### src/logic/cmsd_map.svh
`ifndef CMSD_MAP_SVH
`define CMSD_MAP_SVH
`define CM_BANK_TOP 8'h1f
`define CM_BIT_BASE 8'h20
`define CM_BIT_TOP 8'h2f
`define CM_UPPER 8'h80
`define CM_BIT_SFR 8'h80
`define CM_SFR_ROW 8'hf8
`define CM_SP 8'h81
`define CM_DATA_POINTER0_LOW 8'h82
`define CM_DATA_POINTER0_HIGH 8'h83
`define CM_DATA_POINTER1_LOW 8'h84
`define CM_DATA_POINTER1_HIGH 8'h85
`define CM_DPS 8'h86
`define CM_POINTER0_TOP_BYTE 8'h93
`define CM_POINTER1_TOP_BYTE 8'h95
`define CM_INDEXED_MIDDLE_BYTE 8'ha0
`define CM_IE 8'ha8
`define CM_PSW 8'hd0
`define CM_ACC 8'he0
`define CM_INDEXED_TOP_BYTE 8'hea
`define CM_B 8'hf0
`define CM_P0_DR 8'h80
`define CM_P0_PS 8'h89
`define CM_P0_SEL 8'h8a
`define CM_P1_DR 8'h90
`define CM_P1_PS 8'h91
`define CM_P1_SEL 8'ha2
`define CM_P2_DR 8'h98
`define CM_P3_DR 8'hb0
`define CM_P4_DR 8'hc0
`define CM_P5_DR 8'hc8
`define CM_P6_DR 8'hd8
`define CM_P12_DR 8'he8
`define CM_P12_SEL 8'hf2
`define CM_P15_DR 8'hf8
`define CM_PS_OFS 8'h01
`define CM_SEL_OFS 8'h02
`define CM_PSW_RS_LO 3
`define CM_SP_RESET 8'h07
`define CM_SRAM_LO 24'h000000
`define CM_SRAM_HI 24'h001fff
`define CM_SRAM_BLK_BIT 12
`define CM_INTC_LO 24'h004400
`define CM_INTC_HI 24'h0044ff
`define CM_EE_LO 24'h008000
`define CM_EE_HI 24'h008fff
`define CM_ECC_LO 24'h080000
`define CM_ECC_HI 24'h081fff
`define CM_EXTERNAL_MEMORY_INTERFACE_LO 24'h800000
`define CM_EXTERNAL_MEMORY_INTERFACE_HI 24'hffffff
`endif

### src/logic/cmsd_pkg.sv
package cmsd_pkg;
	typedef struct packed {
		logic ramSel;
		logic sfrSel;
		logic [7:0] ramAddr;
		logic [2:0] bitIdx;
	} cmsd_iaccess_t;
	typedef struct packed {
		logic sram;
		logic intc;
		logic eeprom;
		logic ecc;
		logic external_memory_interface;
	} cmsd_xregion_t;
	typedef struct packed {
		logic [6:0] row;
		logic [3:0] col;
	} cmsd_eeaddr_t;
	typedef enum logic [1:0] {
		CMSD_IDLE = 2'b00,
		CMSD_XFER = 2'b01
	} cmsd_xstate_t;
endpackage

### src/logic/cmsd_decode.sv
`timescale 1ns/1ps
`default_nettype none
`include "cmsd_map.svh"
// Behaviour
// RULE1: Data bytes 0x00-0x1F form four banks of eight working registers.
// RULE2: Sixteen bytes above the banks are reachable bit by bit.
// RULE3: Lower half reaches the same RAM by direct or indirect access.
// RULE4: Direct accesses to the upper half go to special registers.
// RULE5: Indirect upper accesses and stack go to upper RAM, 256-byte stack.
// RULE6: Select register picks which of two data pointers is used.
// RULE7: Pointer external moves take top byte from the pointer's extension.
// RULE8: Register-indexed moves take top and middle bytes from extension registers.
// RULE9: Extension registers affect only external moves.
// RULE10: Ports 0-6, 12, 15 each get data, select and pin-state registers.
// RULE11: Select bit set drives pin from special data, clear from bus data.
// RULE12: Pin-state register is read-only and shows pin levels.
// RULE13: Extended addresses 0x000000-0x001FFF decode to SRAM.
// RULE14: Extended addresses 0x800000-0xFFFFFF go to external memory interface.
// RULE15: Extended addresses 0x080000-0x081FFF decode to error-correction storage.
// RULE16: Byte storage 0x008000-0x008FFF read directly; writes via programming port.
// RULE17: Byte storage is 128 rows of 16 bytes, row-wise erase and write.
// RULE18: Code fetch continues while byte storage is being written.
// RULE19: No fetch from byte storage and no hardware correction there.
// RULE20: External interface serves one memory type, 8 or 16 bits wide.
// RULE21: The 64 KB code space maps only to main program flash.
// RULE22: Extended addresses 0x004400-0x0044FF decode to interrupt controller.
// RULE23: Unmapped extended reads return zero, writes are ignored.
// RULE24: Core and transfer controller share SRAM when in different 4 KB blocks.
module cmsd_decode import cmsd_pkg::*; #(
	parameter int NPORT = 9
) (
	input wire logic sys_clk,
	input wire logic rst_n,
	input wire logic [7:0] iAddr,
	input wire logic iIndirect,
	input wire logic iRegMode,
	input wire logic iBitMode,
	input wire logic iRd,
	input wire logic iWr,
	input wire logic [7:0] iWdata,
	input wire logic stackPush,
	input wire logic stackPop,
	output cmsd_iaccess_t iAccess,
	output logic [7:0] sfrRdata,
	input wire logic dptrInc,
	input wire logic dptrLoad,
	input wire logic [15:0] dptrLoadVal,
	output logic [15:0] dptrActive,
	input wire logic xReq,
	input wire logic xWr,
	input wire logic xViaReg,
	input wire logic [7:0] xRegVal,
	input wire logic [7:0] xWdata,
	output logic xStrobe,
	output logic xWrite,
	output logic [23:0] xAddr,
	output logic [7:0] xWdataOut,
	output cmsd_xregion_t xRegion,
	output cmsd_eeaddr_t eeAddr,
	input wire logic [7:0] sramRdata,
	input wire logic [7:0] intcRdata,
	input wire logic [7:0] eeRdata,
	input wire logic [7:0] eccRdata,
	input wire logic [7:0] emifRdata,
	output logic [7:0] xRdata,
	input wire logic dmaSramReq,
	input wire logic dmaSramBlock,
	output logic sramConflict,
	input wire logic emifWide,
	output logic emifHalfSel,
	input wire logic [15:0] codeAddr,
	output logic [15:0] flashFetchAddr,
	output logic fetchStall,
	input wire logic [NPORT*8-1:0] busPortOut,
	input wire logic [NPORT*8-1:0] pinIn,
	output logic [NPORT*8-1:0] padOut,
	output logic [7:0] pswOut,
	output logic [7:0] accOut,
	output logic [7:0] ieOut
);
	// ****************************************
	// Port register address table
	// ****************************************
	function automatic logic [7:0] portDr(input int i);
		case (i)
			0: portDr = `CM_P0_DR;
			1: portDr = `CM_P1_DR;
			2: portDr = `CM_P2_DR;
			3: portDr = `CM_P3_DR;
			4: portDr = `CM_P4_DR;
			5: portDr = `CM_P5_DR;
			6: portDr = `CM_P6_DR;
			7: portDr = `CM_P12_DR;
			default: portDr = `CM_P15_DR;
		endcase
	endfunction
	function automatic logic [7:0] portPs(input int i);
		if (i == 0) begin
			portPs = `CM_P0_PS;
		end else begin
			portPs = portDr(i) + `CM_PS_OFS;
		end
	endfunction
	function automatic logic [7:0] portSel(input int i);
		case (i)
			0: portSel = `CM_P0_SEL;
			1: portSel = `CM_P1_SEL;
			7: portSel = `CM_P12_SEL;
			default: portSel = portDr(i) + `CM_SEL_OFS;
		endcase
	endfunction
	function automatic logic inRange(input logic [23:0] a, input logic [23:0] lo,
		input logic [23:0] hi);
		inRange = (a >= lo) && (a <= hi);
	endfunction

	// ****************************************
	// Core registers
	// ****************************************
	logic [7:0] sp_reg, psw_reg, acc_reg, b_reg, ie_reg, dps_reg;
	logic [15:0] data_pointer_zero_reg, data_pointer_one_reg;
	logic [7:0] pointer0_top_byte_reg, pointer1_top_byte_reg, indexed_top_byte_reg, indexed_middle_byte_reg;
	logic [7:0] sfrRdata_reg;

	// ****************************************
	// Internal data space decode
	// ****************************************
	wire logic [7:0] bankAddr = {3'h0, psw_reg[`CM_PSW_RS_LO +: 2], iAddr[2:0]}; // RULE1
	wire logic [7:0] bitLow = `CM_BIT_BASE + {4'h0, iAddr[6:3]}; // RULE2
	wire logic [7:0] bitHigh = iAddr & `CM_SFR_ROW;
	wire logic [7:0] bitByte = (iAddr < `CM_BIT_SFR) ? bitLow : bitHigh;
	wire logic [7:0] spInc = sp_reg + 8'h01;
	wire logic stackOp = stackPush | stackPop;
	wire logic [7:0] effAddr = stackPush ? spInc :
		stackPop ? sp_reg :
		iRegMode ? bankAddr :
		iBitMode ? bitByte : iAddr;
	wire logic effIndirect = stackOp | iIndirect; // RULE5
	wire logic upperHalf = effAddr >= `CM_UPPER;
	wire logic toSfr = upperHalf & ~effIndirect; // RULE4
	assign iAccess.sfrSel = toSfr;
	assign iAccess.ramSel = ~toSfr; // RULE3 RULE5
	assign iAccess.ramAddr = effAddr;
	assign iAccess.bitIdx = iBitMode ? iAddr[2:0] : 3'h0;
	wire logic sfrWr = iWr & toSfr & ~stackOp;
	wire logic sfrRd = iRd & toSfr & ~stackOp;
	function automatic logic hit(input logic [7:0] a);
		hit = sfrWr && (effAddr == a);
	endfunction

	// ****************************************
	// I/O port special registers
	// ****************************************
	logic [7:0] portOut_reg [NPORT];
	logic [7:0] portSel_reg [NPORT];
	logic [7:0] pinS1_reg [NPORT];
	logic [7:0] pinS2_reg [NPORT];
	logic [7:0] pinS3_reg [NPORT];
	logic [7:0] pinState_reg [NPORT];
	logic [7:0] portRd [NPORT+1];
	assign portRd[0] = 8'h00;
	genvar g;
	generate
		for (g = 0; g < NPORT; g++) begin : gPort // RULE10
			wire logic [7:0] busBits = busPortOut[g*8 +: 8];
			wire logic [7:0] agree = ~(pinS2_reg[g] ^ pinS3_reg[g]);
			always_ff @(posedge sys_clk or negedge rst_n) begin
				if (!rst_n) begin
					portOut_reg[g] <= 8'h00;
					portSel_reg[g] <= 8'h00;
					pinS1_reg[g] <= 8'h00;
					pinS2_reg[g] <= 8'h00;
					pinS3_reg[g] <= 8'h00;
					pinState_reg[g] <= 8'h00;
				end else begin
					if (hit(portDr(g))) portOut_reg[g] <= iWdata;
					if (hit(portSel(g))) portSel_reg[g] <= iWdata;
					pinS1_reg[g] <= pinIn[g*8 +: 8];
					pinS2_reg[g] <= pinS1_reg[g];
					pinS3_reg[g] <= pinS2_reg[g];
					// A pin change is taken only once the two late stages agree.
					pinState_reg[g] <= (agree & pinS2_reg[g]) | (~agree & pinState_reg[g]);
				end
			end
			assign padOut[g*8 +: 8] = (portSel_reg[g] & portOut_reg[g]) |
				(~portSel_reg[g] & busBits); // RULE11
			// Pin-state has no write path, so software writes to it are dropped.
			assign portRd[g+1] = portRd[g] |
				((effAddr == portDr(g)) ? portOut_reg[g] : 8'h00) |
				((effAddr == portSel(g)) ? portSel_reg[g] : 8'h00) |
				((effAddr == portPs(g)) ? pinState_reg[g] : 8'h00); // RULE12
		end
	endgenerate

	// ****************************************
	// Special register read mux
	// ****************************************
	wire logic [7:0] coreRd =
		(effAddr == `CM_SP) ? sp_reg :
		(effAddr == `CM_DATA_POINTER0_LOW) ? data_pointer_zero_reg[7:0] :
		(effAddr == `CM_DATA_POINTER0_HIGH) ? data_pointer_zero_reg[15:8] :
		(effAddr == `CM_DATA_POINTER1_LOW) ? data_pointer_one_reg[7:0] :
		(effAddr == `CM_DATA_POINTER1_HIGH) ? data_pointer_one_reg[15:8] :
		(effAddr == `CM_DPS) ? dps_reg :
		(effAddr == `CM_POINTER0_TOP_BYTE) ? pointer0_top_byte_reg :
		(effAddr == `CM_POINTER1_TOP_BYTE) ? pointer1_top_byte_reg :
		(effAddr == `CM_INDEXED_MIDDLE_BYTE) ? indexed_middle_byte_reg :
		(effAddr == `CM_INDEXED_TOP_BYTE) ? indexed_top_byte_reg :
		(effAddr == `CM_IE) ? ie_reg :
		(effAddr == `CM_PSW) ? psw_reg :
		(effAddr == `CM_ACC) ? acc_reg :
		(effAddr == `CM_B) ? b_reg : 8'h00;
	wire logic [7:0] sfrRdNext = coreRd | portRd[NPORT];

	// ****************************************
	// Data pointers
	// ****************************************
	wire logic useDptr1 = dps_reg[0]; // RULE6
	assign dptrActive = useDptr1 ? data_pointer_one_reg : data_pointer_zero_reg;
	wire logic [15:0] dptrNext = dptrLoad ? dptrLoadVal : dptrActive + 16'h0001;
	wire logic dptrUpd = dptrLoad | dptrInc;

	always_ff @(posedge sys_clk or negedge rst_n) begin
		if (!rst_n) begin
			sp_reg <= `CM_SP_RESET;
			psw_reg <= 8'h00;
			acc_reg <= 8'h00;
			b_reg <= 8'h00;
			ie_reg <= 8'h00;
			dps_reg <= 8'h00;
			pointer0_top_byte_reg <= 8'h00;
			pointer1_top_byte_reg <= 8'h00;
			indexed_top_byte_reg <= 8'h00;
			indexed_middle_byte_reg <= 8'h00;
			sfrRdata_reg <= 8'h00;
		end else begin
			if (stackPush) begin
				sp_reg <= spInc;
			end else if (stackPop) begin
				sp_reg <= sp_reg - 8'h01;
			end else if (hit(`CM_SP)) begin
				sp_reg <= iWdata;
			end
			if (hit(`CM_PSW)) psw_reg <= iWdata;
			if (hit(`CM_ACC)) acc_reg <= iWdata;
			if (hit(`CM_B)) b_reg <= iWdata;
			if (hit(`CM_IE)) ie_reg <= iWdata;
			if (hit(`CM_DPS)) dps_reg <= iWdata;
			if (hit(`CM_POINTER0_TOP_BYTE)) pointer0_top_byte_reg <= iWdata;
			if (hit(`CM_POINTER1_TOP_BYTE)) pointer1_top_byte_reg <= iWdata;
			if (hit(`CM_INDEXED_TOP_BYTE)) indexed_top_byte_reg <= iWdata;
			if (hit(`CM_INDEXED_MIDDLE_BYTE)) indexed_middle_byte_reg <= iWdata;
			if (sfrRd) sfrRdata_reg <= sfrRdNext;
		end
	end

	// A pointer operation from the core wins over a same-cycle register write.
	always_ff @(posedge sys_clk or negedge rst_n) begin
		if (!rst_n) begin
			data_pointer_zero_reg <= 16'h0000;
			data_pointer_one_reg <= 16'h0000;
		end else begin
			if (dptrUpd && !useDptr1) begin
				data_pointer_zero_reg <= dptrNext;
			end else begin
				if (hit(`CM_DATA_POINTER0_LOW)) data_pointer_zero_reg[7:0] <= iWdata;
				if (hit(`CM_DATA_POINTER0_HIGH)) data_pointer_zero_reg[15:8] <= iWdata;
			end
			if (dptrUpd && useDptr1) begin
				data_pointer_one_reg <= dptrNext;
			end else begin
				if (hit(`CM_DATA_POINTER1_LOW)) data_pointer_one_reg[7:0] <= iWdata;
				if (hit(`CM_DATA_POINTER1_HIGH)) data_pointer_one_reg[15:8] <= iWdata;
			end
		end
	end
	assign sfrRdata = sfrRdata_reg;
	assign pswOut = psw_reg;
	assign accOut = acc_reg;
	assign ieOut = ie_reg;

	// ****************************************
	// Extended data space
	// ****************************************
	// Extension bytes join only the external-move address path below.
	wire logic [7:0] dpxSel = useDptr1 ? pointer1_top_byte_reg : pointer0_top_byte_reg;
	wire logic [23:0] ptrAddr = {dpxSel, dptrActive}; // RULE7 RULE9
	wire logic [23:0] regAddr = {indexed_top_byte_reg, indexed_middle_byte_reg, xRegVal}; // RULE8 RULE9
	wire logic [23:0] newAddr = xViaReg ? regAddr : ptrAddr;
	cmsd_xregion_t rgn;
	assign rgn.sram = inRange(newAddr, `CM_SRAM_LO, `CM_SRAM_HI); // RULE13
	assign rgn.intc = inRange(newAddr, `CM_INTC_LO, `CM_INTC_HI); // RULE22
	assign rgn.eeprom = inRange(newAddr, `CM_EE_LO, `CM_EE_HI); // RULE16
	assign rgn.ecc = inRange(newAddr, `CM_ECC_LO, `CM_ECC_HI); // RULE15
	assign rgn.external_memory_interface = inRange(newAddr, `CM_EXTERNAL_MEMORY_INTERFACE_LO, `CM_EXTERNAL_MEMORY_INTERFACE_HI); // RULE14
	cmsd_xstate_t xState_reg;
	logic [23:0] xAddr_reg;
	logic [7:0] xWdata_reg;
	cmsd_xregion_t xRegion_reg;
	logic xWrite_reg;
	always_ff @(posedge sys_clk or negedge rst_n) begin
		if (!rst_n) begin
			xState_reg <= CMSD_IDLE;
			xAddr_reg <= 24'h000000;
			xWdata_reg <= 8'h00;
			xRegion_reg <= '0;
			xWrite_reg <= 1'b0;
		end else begin
			case (xState_reg)
				CMSD_IDLE: begin
					if (xReq) begin
						xState_reg <= CMSD_XFER;
						xAddr_reg <= newAddr;
						xWdata_reg <= xWdata;
						xRegion_reg <= rgn;
						// Byte storage is written only through its programming port.
						xWrite_reg <= xWr & ~rgn.eeprom; // RULE16 RULE23
					end
				end
				CMSD_XFER: begin
					xState_reg <= xReq ? CMSD_XFER : CMSD_IDLE;
					xAddr_reg <= newAddr;
					xWdata_reg <= xWdata;
					xRegion_reg <= xReq ? rgn : '0;
					xWrite_reg <= xReq & xWr & ~rgn.eeprom;
				end
				default: begin
					xState_reg <= CMSD_IDLE;
				end
			endcase
		end
	end
	assign xStrobe = (xState_reg == CMSD_XFER);
	assign xAddr = xAddr_reg;
	assign xWdataOut = xWdata_reg;
	assign xRegion = xRegion_reg;
	wire logic xMapped = |xRegion_reg;
	assign xWrite = xWrite_reg & xMapped & xStrobe; // RULE23
	assign eeAddr.row = xAddr_reg[10:4]; // RULE17
	assign eeAddr.col = xAddr_reg[3:0];
	// Unmapped reads fall through every term and return zero.
	assign xRdata = (xRegion_reg.sram ? sramRdata : 8'h00) |
		(xRegion_reg.intc ? intcRdata : 8'h00) |
		(xRegion_reg.eeprom ? eeRdata : 8'h00) |
		(xRegion_reg.ecc ? eccRdata : 8'h00) |
		(xRegion_reg.external_memory_interface ? emifRdata : 8'h00); // RULE23
	assign sramConflict = xStrobe & xRegion_reg.sram & dmaSramReq &
		(xAddr_reg[`CM_SRAM_BLK_BIT] == dmaSramBlock); // RULE24
	// One memory type at a time; a wide part takes a halfword select.
	assign emifHalfSel = emifWide & xAddr_reg[0]; // RULE20

	// ****************************************
	// Code space
	// ****************************************
	// Fetch has no path to byte storage and never waits on its writes.
	assign flashFetchAddr = codeAddr; // RULE21 RULE19
	assign fetchStall = 1'b0; // RULE18
endmodule
`default_nettype wire

### config.mk
export PLATFORM = sky130hd
export DESIGN_NAME = cmsd_decode
export DESIGN_NICKNAME = d
export VERILOG_FILES = /design/src/logic/cmsd_pkg.sv /design/src/logic/cmsd_decode.sv
export VERILOG_INCLUDE_DIRS = /design/src /design/src/logic
export SDC_FILE = /design/constraint.sdc
export NUM_CORES = 1
export LEC_CHECK = 0
export ABC_AREA = 1
export ABC_CLOCK_PERIOD_IN_PS = 2400
export BUFFER_PORTS_ARGS = -buffer_cell sky130_fd_sc_hd__buf_4
export CAP_MARGIN = 15
export CORE_MARGIN = 2
export CORE_UTILIZATION = 50
export DETAILED_ROUTE_END_ITERATION = 8
export GPL_TIMING_DRIVEN = 1
export PLACE_DENSITY = 0.76
export SKIP_CTS_REPAIR_TIMING = 1
export SYNTH_ARGS = -nofsm -noshare
export SYNTH_HDL_FRONTEND = slang
export SYNTH_SLANG_ARGS = --single-unit
### constraint.sdc
create_clock -name sys_clk -period 2.4 [get_ports sys_clk]
set_input_delay 0.12 -clock sys_clk [delete_from_list [all_inputs] [get_ports sys_clk]]
set_output_delay 0.12 -clock sys_clk [all_outputs]
set_load 0.02 [all_outputs]
After elaboration in Yosys (flattened, before gate mapping). Cells that the tools add are included.

Logic and storage cells: 406. Bits in registers: 592. Input bits: 265. Output and inout bits: 210.

Bitwise logic cells: 142. Mux-type cells: 77. Add/sub/neg operators: 4. Equality and inequality tests: 44. $lt $le $gt $ge: 12. Reductions and logical operators: 49.

Operators by type and width (count): $mux W8 (60); $or A8 B8 Y8 (49); $eq A8 B8 Y1 const B (41); $and A8 B8 Y8 (36); $not A8 Y8 (27); $xor A8 B8 Y8 (9); $mux W16 (4); $mux W24 (2); $pmux W24 S2 (1); $logic_and A1 B1 Y1 (39); $ge A24 B1 Y1 const B (1); $ge A24 B15 Y1 const B (1); $ge A24 B16 Y1 const B (1); $ge A24 B20 Y1 const B (1); $ge A24 B24 Y1 const B (1); $le A24 B13 Y1 const B (1); $le A24 B15 Y1 const B (1); $le A24 B16 Y1 const B (1); $le A24 B20 Y1 const B (1); $le A24 B24 Y1 const B (1); $add A16 B1 Y16 const B (1); $pmux W8 S2 (1); $and A1 B1 Y1 (14); $mux W5 (2); other kinds (22) (32).

Longest topological paths before layout. Gate-level depths: netlist (run 1).

Word-level depth: 35. Mapped depth: 22. Mapped depth without buffers: 22.

Worst setup path after synthesis (run 1). OpenSTA, ideal clock, no wires.

Kind: flip-flop to flip-flop. Start point: register dps_reg[0]. End point: register data_pointer_zero_reg[14]. Stages on the path, launching flop included: 21. Buffers on the path: 1. Arrival time: 2.562 ns. Slack: -0.231 ns. Path through: dfrtp_1 -> buf_6 -> clkinv_2 -> nand2_1 -> and2_1 -> inv_1 -> ha_1 -> inv_1 -> nor3_1 -> nand2_1 -> nor2_1 -> nand2_1 -> nor2_1 -> nand2_1 -> nor2_1 -> nand4_1 -> nor2_1 -> nand2_1 -> a31oi_1 -> nand2_1 -> nand3_1.

Cells in the longest elaborated chain, start to end: 4.

Ends and longest elaborated chain: start, declared (line cmsd_decode.sv:120) `logic [7:0] sp_reg, psw_reg, acc_reg, b_reg, ie_reg, dps_reg;`; start signal, assigned (line cmsd_decode.sv:248) `` if (hit(`CM_DPS)) dps_reg <= iWdata; ``; $mux W16 (line cmsd_decode.sv:219) `assign dptrActive = useDptr1 ? data_pointer_one_reg : data_pointer_zero_reg;`; net dptrActive[1] (line cmsd_decode.sv:48) `output logic [15:0] dptrActive,`; $add A16 B1 Y16 (line cmsd_decode.sv:220) `wire logic [15:0] dptrNext = dptrLoad ? dptrLoadVal : dptrActive + 16'h0001;`; $mux W16 (line cmsd_decode.sv:220); $mux W16 (line cmsd_decode.sv:263) `if (dptrUpd && !useDptr1) begin`; end signal, assigned (line cmsd_decode.sv:264) `data_pointer_zero_reg <= dptrNext;`; end signal, assigned (line cmsd_decode.sv:267) `` if (hit(`CM_DATA_POINTER0_HIGH)) data_pointer_zero_reg[15:8] <= iWdata; ``; end, declared (line cmsd_decode.sv:121) `logic [15:0] data_pointer_zero_reg, data_pointer_one_reg;`.

The timed path passes the listed nets, and every way through them passes these cells. A chain may end at the register's enable or synchronous reset.

Worst setup path in the final report (run 1).
Start point: register sp_reg[1]. End point: register sfrRdata_reg[0] (netlist: sfrRdata[0]).

Cells in the longest elaborated chain, start to end: 31.

Ends and longest elaborated chain: start, declared (line cmsd_decode.sv:120); start signal, assigned (line cmsd_decode.sv:225) `` sp_reg <= `CM_SP_RESET; ``; start signal, assigned (line cmsd_decode.sv:238) `sp_reg <= spInc;`; start signal, assigned (line cmsd_decode.sv:240) `sp_reg <= sp_reg - 8'h01;`; $add A8 B1 Y8 / $mux W8 (equally long branches) (line cmsd_decode.sv:132, cmsd_decode.sv:135); $mux W8 (*) (line cmsd_decode.sv:134) `wire logic [7:0] effAddr = stackPush ? spInc :`; $eq A8 B8 Y1, on equally long branches (line cmsd_decode.sv:189, cmsd_decode.sv:190); $mux W8, on equally long branches (line cmsd_decode.sv:189, cmsd_decode.sv:190); $or A8 B8 Y8 (line cmsd_decode.sv:189) `((effAddr == portDr(g)) ? portOut_reg[g] : 8'h00) |`; $or A8 B8 Y8 (line cmsd_decode.sv:190) `((effAddr == portSel(g)) ? portSel_reg[g] : 8'h00) |`; $or A8 B8 Y8 (line cmsd_decode.sv:188) `assign portRd[g+1] = portRd[g] |`; $or A8 B8 Y8 (line cmsd_decode.sv:189); [15 not listed]; $or A8 B8 Y8 (line cmsd_decode.sv:190); $or A8 B8 Y8 (line cmsd_decode.sv:188); $or A8 B8 Y8 (line cmsd_decode.sv:189); $or A8 B8 Y8 (line cmsd_decode.sv:190); $or A8 B8 Y8 (line cmsd_decode.sv:188); $or A8 B8 Y8 (line cmsd_decode.sv:189); $or A8 B8 Y8 (line cmsd_decode.sv:190); $or A8 B8 Y8 (line cmsd_decode.sv:213) `wire logic [7:0] sfrRdNext = coreRd | portRd[NPORT];`; end signal, assigned (line cmsd_decode.sv:253) `if (sfrRd) sfrRdata_reg <= sfrRdNext;`; end, declared (line cmsd_decode.sv:123) `logic [7:0] sfrRdata_reg;`.

Every way passes the cells marked *; elsewhere a longest branch is shown, timed or not.

==> results of run 1 <==
-- routing by layer --
| layer | global-route usage | up-vias | part of all wire |
|---|---|---|---|
| met1 | 0.447 | 12115 | 0.35 |
| met2 | 0.615 | 1614 | 0.50 |
| met5 | 0 | - | 0.000075 |
| li1 | - | 10680 | - |
| met3 | 0.0605 | 451 | 0.088 |
| met4 | 0.178 | 2 | 0.067 |
-- final timing paths --
check | to | startpoint | slack (ps) | depth (start not counted)
worst max-delay path | sfrRdata[0]$_DFFE_PN0P_ | sp_reg[1]$_DFFE_PN1P_ | -590 | 18
worst min-delay path | sp_reg[7]$_DFFE_PN0P_ | stackPush | -7 | 5
worst max register to register | sfrRdata[0]$_DFFE_PN0P_ | sp_reg[1]$_DFFE_PN1P_ | -590 | 18
worst min register to register | pinS2_reg[41]$_DFF_PN0_ | pinS1_reg[41]$_DFF_PN0_ | 350 | 0
max in group asynchronous | portSel_reg[6]$_DFFE_PN0P_ | rst_n | 1350 | 3
min in group asynchronous | xAddr[5]$_DFFE_PN0P_ | rst_n | 50 | 2
-- final cells by class --
type	instances	area share
sequential	591	0.394
multi-input combinational	1830	0.285
timing repair buffer	959	0.225
clock buffer	79	0.0440
tap	672	0.0224
inverter	173	0.0194
clock inverter	28	0.00944
timing repair inverter	3	0.000567
-- metrics by stage --
stage	power, W	instance area (um2)	setup TNS, ps	std cells
after global placement	0.0146	31300	-29160	3999
final	0.0250	37500	-40440	4335
after CTS	0.0241	33300	-48430	4106
after floorplan	0.0126	25300	-40.1	2727
after global routing	0.0257	37500	-71920	4335
after detailed placement	0.0147	31300	-35900	3999
-- worst max-delay path: stages (launching register included) --
cell and delay, ps:
dfstp_2 630, ha_4 180, buf_6 120, nor2_1 50
nor2_2 130, a21oi_2 80, nand2_4 140, nor2_4 50
buf_6 110, and2_4 150, buf_6 140, nand2_1 120
nand4_1 120, nor2_1 310, nand2_1 130, nor2_2 190
nand4_1 120, nand2_1 80, inv_1 30
-- synthesized netlist by cell type, drive strengths merged, types with 3 or more instances --
library cell,instances,share of area
maj3,72,0.029
nor3,13,0.0046
inv,168,0.025
or2,19,0.0047
a31oi,10,0.0025
nand4,56,0.014
and2,8,0.0020
nand2,883,0.13
mux2,43,0.019
o22ai,17,0.0042
nor2,183,0.034
dfstp,3,0.0031
dfrtp,588,0.58
o21ai,342,0.068
xor2,4,0.0014
nand3,86,0.020
o211ai,7,0.0021
ha,3,0.0015
a21oi,51,0.010
o31ai,4,0.0012
a221oi,8,0.0028
clkinv,5,0.00079
buf,61,0.017
clkbuf,76,0.011
-- power groups by stage --
stage / Combinational [W] / Clock [W] / Sequential [W]
floorplan: 0.00152 / 0 / 0.0110
global placement: 0.00351 / 0 / 0.0111
global route: 0.00461 / 0.0101 / 0.0110
finish: 0.00434 / 0.00960 / 0.0110
detailed placement: 0.00355 / 0 / 0.0111
CTS: 0.00357 / 0.00957 / 0.0110
-- cell families after synthesis --
family                   share of synthesized area
multiplexers                                0.0192
XOR/XNOR                                   0.00139
AO/OA/AOI/OAI                               0.0943
AND/OR/NAND/NOR                              0.214
other                                     0.000149
buffers and inverters                       0.0539
flip-flops                                   0.586
adder cells (fa/ha/maj)                     0.0301
-- placed cells by master, fill, tap and decap left out, types with 31 or more instances in the layout --
master	n
buf_12	36
o21ai_1	118
o21ai_0	152
nor2_1	116
dfrtp_1	586
nand2_1	734
nand3_1	57
maj3_1	72
clkbuf_16	68
o21ai_2	68
dlygate4sd3_1	106
nor2_2	35
a21oi_1	47
buf_6	73
nand4_1	56
buf_4	720
inv_1	130
mux2_2	43
nand2_2	76
nor2_4	31
nand2_4	60
==> qor.csv, run 1 <==
stage,metric,value,unit
sta,slew_viol_final,0,
power_and_ir_drop,p_leak,17.6,nW
clocking,numCtsBuffers,59,
placed_design,place_congestion,1.01,
logic_synthesis,ys_seq_area_frac,0.586,
finish,fin_util,0.751,
power_and_ir_drop,seq_power_share,0.441,
worst_hold_path,hp-class,in -> reg,
detailed_routing,firstDrtPassIters,7,
power_and_ir_drop,irDropWorstVdd,0.769,mV
clocking,clkLatencyLatePin,650,ps
detailed_routing,vias_per_cell,5.74,
finish,area_growth,48.7,%
logic_synthesis,postSynthAreaPerCell,9.25,um2
detailed_routing,detail_route.wl_per_cell,24.6,um
logic_synthesis,yosysWarningCount,0,
global_routing,gr-total-overflow,0,
detailed_routing,wl,107000,um
detailed_routing,postRouteAntennaNets,0,
setup_path,crit_fanout,5,
clocking,cts_root_buf,clkbuf_16,
sta,max_freq,0.335,GHz
die,die_h,229,um
detailed_routing,drt_iter0_drc,2359,
finish,multi_input_area,0.0107,mm2
setup_path,arrival,3520,ps
global_routing,grt_pass1_vias,23226,
logic_synthesis,netlist_area,0.0252,mm2
placed_design,place_ws,-873,ps
setup_path,crit_required,2930,ps
status,violations,"hold timing, setup timing",
power_and_ir_drop,p_switching,0.00709,W
sta,skew,42.3,ps
sta,hold_viol_final,3,
logic_synthesis,synth_ff_type,dfrtp_1,
clocking,clk_path_buf_depth,3,
flow_run,drv_cap,0,
clocking,clk_pin_slew,70,ps
power_and_ir_drop,clockPowerShare,0.385,
setup_path,start_kind,flip-flop,
sta,setup_viol,254,
sta,setup_ws,-586,ps
die,start_util,0.505,
logic_synthesis,ys_types,54,
clocking,cts_tree,done,
placed_design,port_buffers,441,
status,status,finished with violations,
finish,diodes,0,
clocking,cts_htree_levels,2,
sta,tightest_slew,792,ps
detailed_routing,vias,24862,
logic_synthesis,async_reset_ff_frac,1.00,
logic_synthesis,synth_edf_count,0,
sta,fin_crit_sh,1.24,
sta,fin_crit,2990,ps
detailed_routing,drc,0,
logic_synthesis,synthCells,2727,
die,rows,82,
die,die_area,0.0523,mm2
logic_synthesis,ys_ff_latch,591,
power_and_ir_drop,switching_share,0.284,
finish,seq_area,0.0148,mm2
setup_path,crit_path_end_kind,flip-flop,
finish,drive_gt1_frac,0.383,
global_routing,grt_antenna_before_repair,1,
die,ioPinCount,475,
finish,fill_cells,3341,
global_routing,grt_max_degree,91,
sta,slew_headroom,0.471,
global_routing,grt_usage,0.361,
sta,whs,-7.43,ps
setup_path,crit_type,reg -> reg,
clocking,cts_num_sinks,591,
die,coreArea,0.0500,mm2
die,dieWidth,229,um
power_and_ir_drop,p_int,0.0179,W
finish,nets,3885,
power_and_ir_drop,power_density,666,mW/mm2
power_and_ir_drop,p_comb_frac,0.174,
sta,rsz0062_at_grt,true,
placed_design,post-dp-hpwl,71700,um
logic_synthesis,syn-num-nets,2995,
global_routing,grt_pass1_wl,142000,um
Note: power is estimated with default switching activity, not from simulation.
==> run 2: changes to the inputs <==
- CAP_MARGIN: 15 -> 20
- REMOVE_ABC_BUFFERS: default -> 1
==> qor.csv, run 2 (synthesis results as in run 1) <==
stage,metric,value,unit,change
status,status,finished with violations,,
status,violations,"hold timing, setup timing",,
setup_path,cp_slowest_stage_delay,580,ps,-50 ps
global_routing,grt_pass1_vias,22940,,-1.2%
sta,tightest_slew,942,ps,+150 ps
finish,layout_common_cells,"nand2_1 (782), buf_4 (692), dfrtp_1 (586)",,
setup_path,path_cells,ha_4 -> buf_4 -> nor2_1 -> nor2_1 -> inv_1 -> nand2_4 -> nor2_4 -> nand2_2 -> buf_4 -> nor2_4 -> buf_4 -> nand2_1 -> nand2_1 -> nor2_1 -> nand3_1 -> nor2_4 -> nand4_1 -> nand2_1 -> inv_1,,
finish,final_cells,4254,,-1.9%
clocking,clk_path_buf_depth,3,,unchanged
power_and_ir_drop,p_leak,16.9,nW,-4.0%
setup_path,slowest_stage,dfstp_2,,
clocking,numCtsBuffers,59,,unchanged
die,rows,82,,unchanged
power_and_ir_drop,power_density,681,mW/mm2,+2.3%
detailed_routing,detail_route.wl_per_cell,23.6,um,-4.2%
detailed_routing,vias,23579,,-5.2%
sta,rsz0062_at_grt,true,,
setup_path,arrival,3370,ps,-150 ps
clocking,cts_num_sinks,591,,unchanged
clocking,clk_pin_slew,60,ps,about the same
clocking,cts_htree_levels,2,,unchanged
finish,nets,3806,,-2.0%
sta,setup_viol,228,,-10%
clocking,cts_root_buf,clkbuf_16,,
placed_design,place_congestion,1.05,,+3.7%
sta,max_freq,0.350,GHz,+4.6%
sta,whs,-46.4,ps,-38.9 ps
finish,fin_util,0.720,,-0.0306
sta,setup_ws,-455,ps,+131 ps
die,start_util,0.505,,unchanged
finish,fill_cells,3558,,+6.5%
placed_design,place_ws,-694,ps,+179 ps
detailed_routing,drt_iter0_drc,2381,,+0.93%
die,die_area,0.0523,mm2,unchanged
detailed_routing,wl,100000,um,-6.0%
clocking,clkLatencyLatePin,640,ps,about the same
setup_path,start_kind,flip-flop,,
sta,fin_crit,2850,ps,-131 ps
detailed_routing,vias_per_cell,5.54,,-3.4%
power_and_ir_drop,irDropWorstVdd,0.660,mV,-14%
sta,hold_viol_final,5,,+2
finish,area_growth,42.6,%,
die,dieWidth,229,um,unchanged
setup_path,critical_path.n_buffers_inverters,5,,+1
global_routing,gr-total-overflow,0,,unchanged
die,die_h,229,um,unchanged
clocking,cts_tree,done,,
placed_design,post-dp-hpwl,72200,um,+0.67%
die,ioPinCount,475,,unchanged
global_routing,grt_usage,0.359,,-0.00183
placed_design,port_buffers,441,,unchanged
detailed_routing,postRouteAntennaNets,0,,unchanged
power_and_ir_drop,total_power,0.0245,W,-1.9%
global_routing,grt_antenna_before_repair,3,,+2
worst_hold_path,hp-class,in -> reg,,
setup_path,crit_family,simple AND/OR/NAND/NOR gates,,
detailed_routing,drc,0,,unchanged
die,coreArea,0.0500,mm2,unchanged
finish,final_common_cell,nand2_1,,
setup_path,crit_fanout,5,,unchanged
flow_run,drv_cap,0,,unchanged
setup_path,crit_path_end_kind,flip-flop,,
sta,skew,30.8,ps,-11.6 ps
sta,fin_crit_sh,1.19,,-0.0546
setup_path,crit_required,2920,ps,about the same
sta,slew_headroom,0.371,,-0.100
placed_design,dp_cells,3987,,-0.30%
detailed_routing,firstDrtPassIters,7,,unchanged
global_routing,grt_pass1_wl,141000,um,-0.64%
global_routing,grt_max_degree,75,,-18%
sta,slew_viol_final,0,,unchanged
setup_path,crit_type,reg -> reg,,
finish,drive_gt1_frac,0.340,,-0.0431
## run 2: final cells by class
type	instances	area, um2	share of cell area
Antenna cell	2	5.00	0.000139
Clock buffer	81	1670	0.0464
Clock inverter	22	275	0.00765
Inverter	173	738	0.0205
Multi-Input combinational cell	1828	10100	0.281
Sequential cell	591	14800	0.411
Tap cell	672	841	0.0234
Timing Repair Buffer	881	7520	0.209
Timing Repair inverter	4	22.5	0.000626
## run 2: worst reg2reg max path, delay by kind of cell, from the launching register on
kind / cells / cell delay [ps]
adder cells (fa/ha/maj): 1 / 160
AND/OR/NAND/NOR: 13 / 1410
flip-flops: 1 / 580
buffers and inverters: 5 / 580
## run 2: metal layers
layer	vias up	track usage	part of all wire
met5	-	0	0
li1	10514	-	-
met2	1298	0.606	0.49
met4	0	0.171	0.057
met3	299	0.0765	0.083
met1	11468	0.441	0.37
## run 2: where the power goes
part           leakage, nW  total [W]  internal (W)  switching, W
clock network        0.949    0.00931       0.00530       0.00402
registers             7.45     0.0110        0.0105      0.000534
logic                 8.52    0.00414       0.00187       0.00227
## run 2: final timing paths
path	from	end	slack, ps	depth (start not counted)
min reg2reg	pinS1_reg[21]$_DFF_PN0_	pinS2_reg[21]$_DFF_PN0_	340	0
max	sp_reg[1]$_DFFE_PN1P_	sfrRdata[5]$_DFFE_PN0P_	-450	19
min	dptrLoadVal[15]	data_pointer_one_reg[15]$_DFFE_PN0P_	-50	5
min in group asynchronous	rst_n	pinS2_reg[35]$_DFF_PN0_	40	2
max in group asynchronous	rst_n	sp_reg[2]$_DFFE_PN1P_	1350	3
max reg2reg	sp_reg[1]$_DFFE_PN1P_	sfrRdata[5]$_DFFE_PN0P_	-450	19
## run 2: stage by stage
step	cell area [um2]	TNS (ps)
after floorplan	24500	-84860
after global placement	31100	-53410
after detailed placement	31100	-66020
after CTS	33100	-71620
after global routing	36000	-56090
final	36000	-25490
